## src/design/mscr_consts.svh

```systemverilog
/*
 * Offsets, field positions, reset values and code limits of the
 * start-up configuration bank.
 * Assumes inclusion by the package and by the register module only.
 */
`ifndef MSCR_CONSTS_SVH
`define MSCR_CONSTS_SVH

`define MSCR_ADDR_W 8
`define MSCR_OFS_ONE 8'h80
`define MSCR_OFS_TWO 8'h84
`define MSCR_RESET_ONE 32'h0000_0000
`define MSCR_RESET_TWO 32'h0000_0000
`define MSCR_TWO_RSVD_MASK 32'hFFFF_FFE0

`define MSCR_ONE_METHOD_LSB 29
`define MSCR_ONE_THR_LSB 10
`define MSCR_ONE_REL_LSB 8
`define MSCR_ONE_ADV_LSB 6
`define MSCR_ONE_REP_LSB 4
`define MSCR_ONE_SLOW_LSB 0
`define MSCR_TWO_SRC_BIT 30
`define MSCR_TWO_DUTY_LSB 27
`define MSCR_TWO_OLIM_LSB 23

`define MSCR_THR_MIN_CODE 4'h2
`define MSCR_STEP_MV 11'h064
`define MSCR_ADV_STEP_DEG 7'h1E
`define MSCR_SLOW_UNDEF_CODE 4'hA

`endif

```

## src/design/mscr_pkg.sv

```systemverilog
/*
 * Types of the start-up configuration bank.
 * Assumes the constants header sits beside it.
 */
package mscr_pkg;
   `include "mscr_consts.svh"

   typedef enum logic [1:0] {
      MSCR_ALIGN = 2'h0,
      MSCR_DOUBLE_ALIGN = 2'h1,
      MSCR_POSDET = 2'h2,
      MSCR_SLOW_CYCLE = 2'h3
   } mscr_method_t;

   typedef struct packed {
      mscr_method_t startup_method;
      logic posdet_enable;
      logic [10:0] posdet_current_threshold_mv;
      logic posdet_threshold_ok;
      logic posdet_release_tristate;
      logic posdet_release_ok;
      logic [6:0] posdet_advance_angle_deg;
      logic [2:0] posdet_repeat_runs;
      logic posdet_average;
      logic slow_enable;
      logic [17:0] slow_first_cycle_mhz;
      logic slow_frequency_ok;
      logic openloop_limit_source;
      logic [3:0] openloop_limit_code;
      logic [10:0] openloop_limit_mv;
      logic openloop_limit_ok;
      logic [6:0] openloop_duty_cap_pct;
   } mscr_decoded_t;
endpackage : mscr_pkg

```

## src/design/mscr_regs.sv

```systemverilog
/*
 * Start-up configuration registers: storage, stored-settings load,
 * read-back, and decoding of the fields into plain engineering values.
 * Assumes a single-cycle write/read port driven by the serial config
 * logic, and a load pulse from the non-volatile store after power-up.
 */
`timescale 1ns/1ps
`default_nettype none
`include "mscr_consts.svh"
module mscr_regs (
   input wire logic ref_clk,
   input wire logic srst,
   input wire logic cfg_wr,
   input wire logic cfg_rd,
   input wire logic [`MSCR_ADDR_W-1:0] cfg_addr,
   input wire logic [31:0] cfg_wdata,
   output logic [31:0] cfg_rdata,
   output logic cfg_rvalid,
   input wire logic store_load,
   input wire logic [31:0] store_one,
   input wire logic [31:0] store_two,
   input wire logic [3:0] general_current_limit,
   output var mscr_pkg::mscr_decoded_t decoded
);
   import mscr_pkg::*;

   logic [31:0] startup_config_one_reg;
   logic [31:0] startup_config_two_reg;
   mscr_decoded_t decoded_next;
   logic [3:0] thr_code, olim_code, slow_code, lim_sel;
   logic [1:0] rel_code, adv_code, rep_code;
   logic [2:0] duty_code;

   // Threshold in millivolts; zero marks a not-applicable code
   function automatic logic [10:0] thr_mv(input logic [3:0] code,
                                         input logic [3:0] min_code);
      logic [10:0] v;
      v = 11'(code) * `MSCR_STEP_MV;
      return (code < min_code) ? 11'h000 : v;
   endfunction : thr_mv

   function automatic logic [17:0] slow_mhz(input logic [3:0] code);
      logic [17:0] v;
      v = 18'h00000;
      unique case (code)
         4'h0: v = 18'h00032;
         4'h1: v = 18'h00064;
         4'h2: v = 18'h000FA;
         4'h3: v = 18'h001F4;
         4'h4: v = 18'h003E8;
         4'h5: v = 18'h007D0;
         4'h6: v = 18'h00BB8;
         4'h7: v = 18'h01388;
         4'h8: v = 18'h02710;
         4'h9: v = 18'h03A98;
         4'hA: v = 18'h00000;
         4'hB: v = 18'h061A8;
         4'hC: v = 18'h0C350;
         4'hD: v = 18'h186A0;
         4'hE: v = 18'h249F0;
         4'hF: v = 18'h30D40;
      endcase
      return v;
   endfunction : slow_mhz

   function automatic logic [6:0] duty_pct(input logic [2:0] code);
      logic [6:0] v;
      v = 7'h0A;
      unique case (code)
         3'h0: v = 7'h0A;
         3'h1: v = 7'h0F;
         3'h2: v = 7'h14;
         3'h3: v = 7'h19;
         3'h4: v = 7'h1E;
         3'h5: v = 7'h28;
         3'h6: v = 7'h32;
         3'h7: v = 7'h64;
      endcase
      return v;
   endfunction : duty_pct

   // Settings load and writes
   // A software write in the same cycle as a load wins: it is newer.
   always_ff @(posedge ref_clk) begin
      if (srst) begin
         startup_config_one_reg <= `MSCR_RESET_ONE;
      end else if (cfg_wr && cfg_addr == `MSCR_OFS_ONE) begin
         startup_config_one_reg <= cfg_wdata;
      end else if (store_load) begin
         startup_config_one_reg <= store_one;
      end
   end

   always_ff @(posedge ref_clk) begin
      if (srst) begin
         startup_config_two_reg <= `MSCR_RESET_TWO;
      end else if (cfg_wr && cfg_addr == `MSCR_OFS_TWO) begin
         startup_config_two_reg <= cfg_wdata & `MSCR_TWO_RSVD_MASK;
      end else if (store_load) begin
         startup_config_two_reg <= store_two & `MSCR_TWO_RSVD_MASK;
      end
   end

   // Unmapped offsets read as zero
   always_ff @(posedge ref_clk) begin
      if (srst) begin
         cfg_rdata <= 32'h0000_0000;
         cfg_rvalid <= 1'b0;
      end else begin
         cfg_rvalid <= cfg_rd;
         if (!cfg_rd) begin
            cfg_rdata <= cfg_rdata;
         end else if (cfg_addr == `MSCR_OFS_ONE) begin
            cfg_rdata <= startup_config_one_reg;
         end else if (cfg_addr == `MSCR_OFS_TWO) begin
            cfg_rdata <= startup_config_two_reg;
         end else begin
            cfg_rdata <= 32'h0000_0000;
         end
      end
   end

   assign thr_code = startup_config_one_reg[`MSCR_ONE_THR_LSB +: 4];
   assign rel_code = startup_config_one_reg[`MSCR_ONE_REL_LSB +: 2];
   assign adv_code = startup_config_one_reg[`MSCR_ONE_ADV_LSB +: 2];
   assign rep_code = startup_config_one_reg[`MSCR_ONE_REP_LSB +: 2];
   assign slow_code = startup_config_one_reg[`MSCR_ONE_SLOW_LSB +: 4];
   assign olim_code = startup_config_two_reg[`MSCR_TWO_OLIM_LSB +: 4];
   assign duty_code = startup_config_two_reg[`MSCR_TWO_DUTY_LSB +: 3];
   assign lim_sel = startup_config_two_reg[`MSCR_TWO_SRC_BIT] ?
                    general_current_limit : olim_code;

   always_comb begin
      decoded_next = '0;
      decoded_next.startup_method = mscr_method_t'(
         startup_config_one_reg[`MSCR_ONE_METHOD_LSB +: 2]);
      decoded_next.posdet_enable =
         decoded_next.startup_method == MSCR_POSDET;
      decoded_next.slow_enable =
         decoded_next.startup_method == MSCR_SLOW_CYCLE;
      decoded_next.posdet_current_threshold_mv =
         thr_mv(thr_code, `MSCR_THR_MIN_CODE);
      decoded_next.posdet_threshold_ok = decoded_next.posdet_enable &&
         thr_code >= `MSCR_THR_MIN_CODE;
      decoded_next.posdet_release_tristate = rel_code == 2'h1;
      decoded_next.posdet_release_ok = decoded_next.posdet_enable &&
         !rel_code[1];
      decoded_next.posdet_advance_angle_deg =
         7'(adv_code) * `MSCR_ADV_STEP_DEG;
      decoded_next.posdet_repeat_runs = 3'(rep_code) + 3'h1;
      decoded_next.posdet_average = rep_code != 2'h0;
      decoded_next.slow_first_cycle_mhz = slow_mhz(slow_code);
      decoded_next.slow_frequency_ok = decoded_next.slow_enable &&
         slow_code != `MSCR_SLOW_UNDEF_CODE;
      decoded_next.openloop_limit_source =
         startup_config_two_reg[`MSCR_TWO_SRC_BIT];
      decoded_next.openloop_limit_code = lim_sel;
      // Both limit sources share the 0.1 V step; code 0 is unusable
      decoded_next.openloop_limit_mv = thr_mv(lim_sel, 4'h1);
      decoded_next.openloop_limit_ok = lim_sel != 4'h0;
      decoded_next.openloop_duty_cap_pct = duty_pct(duty_code);
   end

   always_ff @(posedge ref_clk) begin
      if (srst) begin
         decoded <= '0;
      end else begin
         decoded <= decoded_next;
      end
   end
endmodule : mscr_regs
`default_nettype wire

```

## config.mk

```make
export PLATFORM = sky130hd
export DESIGN_NAME = mscr_regs
export DESIGN_NICKNAME = d
export VERILOG_FILES = /design/src/design/mscr_pkg.sv /design/src/design/mscr_regs.sv
export VERILOG_INCLUDE_DIRS = /design/src /design/src/design
export SDC_FILE = /design/constraint.sdc
export NUM_CORES = 1
export LEC_CHECK = 0
export BUFFER_PORTS_ARGS = -buffer_cell sky130_fd_sc_hd__buf_2
export CELL_PAD_IN_SITES_DETAIL_PLACEMENT = 0
export CELL_PAD_IN_SITES_GLOBAL_PLACEMENT = 2
export CORE_MARGIN = 8
export CORE_UTILIZATION = 25
export CTS_CLUSTER_SIZE = 20
export DETAILED_ROUTE_END_ITERATION = 7
export PLACE_DENSITY_LB_ADDON = 0.15
export SYNTH_ARGS = -nofsm -noshare
export SYNTH_HDL_FRONTEND = slang
export SYNTH_SLANG_ARGS = --single-unit
export TNS_END_PERCENT = 30
```

## constraint.sdc

```tcl
create_clock -name ref_clk -period 2.9 [get_ports ref_clk]
set_input_delay 0.145 -clock ref_clk [delete_from_list [all_inputs] [get_ports ref_clk]]
set_output_delay 0.145 -clock ref_clk [all_outputs]
set_load 0.02 [all_outputs]
```

==> parameters.txt <==
Parameter                              Value

Outcome
  Status ... finished clean

Synthesis
  EDFF count, synth ... 0
  Most frequently used cell type in the post-synthesis netlist ... dfxtp_1
  Post-synthesis adder-cell area fraction ... about 6.7%
  Ys async rst share ... 0%
  Share of the synthesized netlist area taken by xor and xnor gates ... less than 1%
  Mapped cell area ... ~0.0073 mm²
  Most used DFF post-synth ... dfxtp_1
  Sequential element share of the synthesized area ... 43.1%
  Cells taking the most area after synthesis ... dfxtp_1 (43%), mux2i_1 (8.5%), a211o_1 (6.5%), ha_1 (6.2%), nor2_1 (5.9%)
  Synth Register Bits ... roughly 160
  Yosys synthesis warning count ... 0
  Post-synthesis cell type count ... 44
  Synth Instances ... 765
  Combinational family with the most area after synthesis ... multiplexers
  Top cell type's share of synthesized area ... roughly 43%
  Compound-Gate Fraction of Synth Area ... between 10% and 20%
  Post-synthesis cell type with the largest combined area ... dfxtp_1
  Fraction of the mapped netlist area in simple logic gates ... between 10% and 20%
  Average size of a mapped cell ... between 9 and 10 µm²
  Share of cell area taken by muxes after synthesis ... between 10% and 20%
  Top cells by count, synth ... dfxtp_1 (157), nor2_1 (115), inv_1 (77)

Clock network
  Clock-pin slew of the registers on the worst-case setup and hold paths ... around 70 ps
  Number of buffers inserted during clock tree synthesis ... 17
  TritonCTS clock tree ... built
  Root buffer cell ... clkbuf_16
  Clock sink count ... between 150 and 200
  Setup Fix Bufs, Post-CTS ... 0
  Clock Latency Late Sink ... approximately 420 ps
  Hold Buf Count CTS ... 5
  Max clock buf depth ... 2
  Cts repair resizes ... 0
  H-tree Lvls ... 4

Routing
  Average via count per standard cell ... 4.33
  Number of vias in the routed layout ... just under 6000
  DR pass1 iterations ... 6
  Routed length per instance ... 17.7 µm
  Number of remaining DRC errors ... 0
  Drt total wl ... approximately 24000 µm
  Detailed router's first-iteration violation count ... around 270
  Remaining antenna violation count ... 0

Finish
  Design area ... about 0.0093 mm²
  Number of fillers in the final layout ... between 3000 and 4000
  Max FFs per register ... 65
  Area of combinational cells with multiple inputs ... 0.00356 mm²
  Final Util ... about 32%
  Sequential cell area ... approximately 0.0031 mm²
  # nets final ... approximately 1100
  Area Overhead vs Synth ... 27.9%
  Fraction of final layout cells with drive strength greater than 1 ... between 30% and 40%
  Number of antenna cells inserted ... 0

Floorplanning
  Effective utilization at floorplan ... ~25%
  Number of primary I/O pins ... about 220
  Core Area ... between 0.02 and 0.03 mm²
  Die X-Extent ... around 190 µm
  Die boundary height ... approximately 190 µm
  Die Footprint ... between 0.03 and 0.04 mm²
  Number of standard-cell rows in the floorplan ... 62

Timing
  Setup repair after global routing missed its margin ... no
  Count of endpoints failing setup in the final report ... 0
  Endpoints failing hold ... 0
  Final TNS setup ... 0 ps
  Final number of max-transition violations ... 0
  Period utilization ... between 80% and 90%
  Measured slew at the worst slew-check pin ... approximately 750 ps
  Final min period ... approximately 2500 ps
  Final Skew ... roughly 12 ps
  Hold slack final ... ~21 ps
  Worst rel slew slack ... around 50%
  Achievable Freq ... around 400 MHz

Power
  Worst IR drop on VDD ... approximately 0.00034 V
  Switching portion of total power ... roughly 28%
  Leakage Power ... 4.62 nW
  Relative contribution of the clock network to total power ... between 40% and 50%
  Power per unit of standard cell area ... ~570 mW/mm²
  Switching component of the power ... about 1.5 mW
  Comb power frac ... between 10% and 20%
  Portion of total power attributed to sequential cells ... 44.2%
  Power Internal ... about 3.8 mW

Hold path
  Startpoint of the lowest-slack hold path ... cfg_wdata[13]
  Tightest Hold Check Type ... primary input to flip-flop

Critical path
  Type of element launching the critical path ... flip-flop
  Peak fanout along the critical path ... 7
  Critical path capture point type ... flip-flop
  CP Launch Point ... startup_config_two_reg[30]
  Required @ worst endpoint ... around 3200 ps
  Worst EP arrival ... between 2000 and 3000 ps
  Source of the worst register-to-register timing path ... startup_config_two_reg[30]
  Worst Setup Path Type ... flip-flop to flip-flop

GRT
  Number of global-route vias before repair ... about 6300
  Global-route total usage across every layer ... a little over an eighth
  Overflow after GRT ... 0
  Initial antenna violation count ... 6
  First-pass GRT wire length ... roughly 37000 µm
  Maximum number of pins on one net before global-route repair ... between 60 and 70

Place
  Placed Instance Area ... around 0.0087 mm²
  Half-perimeter wire length of the detailed placement result ... roughly 17000 µm
  RD Place Congestion ... 0.724
  I/O Buffers ... between 200 and 250

Run
  Total of max-cap violations ... 0
## kinds of logic (layout without fill, tap and decap cells)
group | after synthesis | in the layout
AND/OR/NAND/NOR | 200 | 200
flip-flops | 157 | 157
buffers and inverters | 143 | 341
AO/OA/AOI/OAI | 126 | 126
multiplexers | 95 | 95
adder cells (fa/ha/maj) | 38 | 38
XOR/XNOR | 5 | 5
other | 1 | 6
## layout make-up
type                       instances  area share [%]
timing repair buffer             231            13.5
clock inverter                    13            1.38
multi-input combinational        470            38.2
inverter                          78            3.14
sequential                       157            33.7
clock buffer                      19            4.86
tap                              384            5.16
## critical path, stage by stage, from the launching register on
cell and delay [ps]:
dfxtp_1 490, mux2i_1 480, inv_1 130, ha_1 220, ha_1 200, fa_1 410
a31oi_1 220, xor2_1 180, nor2_1 60
## metal layers
layer  up-vias  routed length [µm]  global-route usage [%]
met1      2699               11800                    18.2
met5         -                  77                       0
met4        12                 271                    4.06
met3        21                1590                    4.46
li1       2962                   -                       -
met2       156               10100                    20.3
## final timing paths
| check | to | slack (ps) | cells after the start |
|---|---|---|---|
| max | decoded[18] | 400 | 8 |
| min | startup_config_two_reg[13] | 20 | 3 |
| max reg2reg | decoded[18] | 400 | 8 |
| min reg2reg | cfg_rdata[1] | 460 | 2 |
## placed cells by master, fill, tap and decap left out, drive strengths merged, types with 11 or more instances in the layout
cell,synthesis,routed
nand2,11,11
nand2b,30,30
nor2,115,115
a32oi,27,27
ha,36,36
nor2b,12,12
buf,35,226
inv,77,83
clkbuf,30,19
dfxtp,157,157
a211o,54,54
mux2i,62,62
mux2,32,32
a21oi,14,14
## power by group through the flow
stage	sequential (mW)	combinational (mW)	clock (mW)
after floorplan	2.43	0.404	0
after CTS	2.34	0.731	2.32
final	2.34	0.715	2.24
after global routing	2.36	0.802	2.40
after global placement	2.39	0.725	0
after detailed placement	2.39	0.723	0
## stage by stage
step | instances | worst slack (ps) | power (mW)
2_1_floorplan | 770 | 595 | 2.84
4_1_cts | 1352 | 392 | 5.40
3_5_place_dp | 1315 | 414 | 3.12
5_1_grt | 1352 | 258 | 5.56
3_3_place_gp | 1315 | 470 | 3.12
6_report | 1352 | 403 | 5.30
Power figures use the tool's default switching activity.
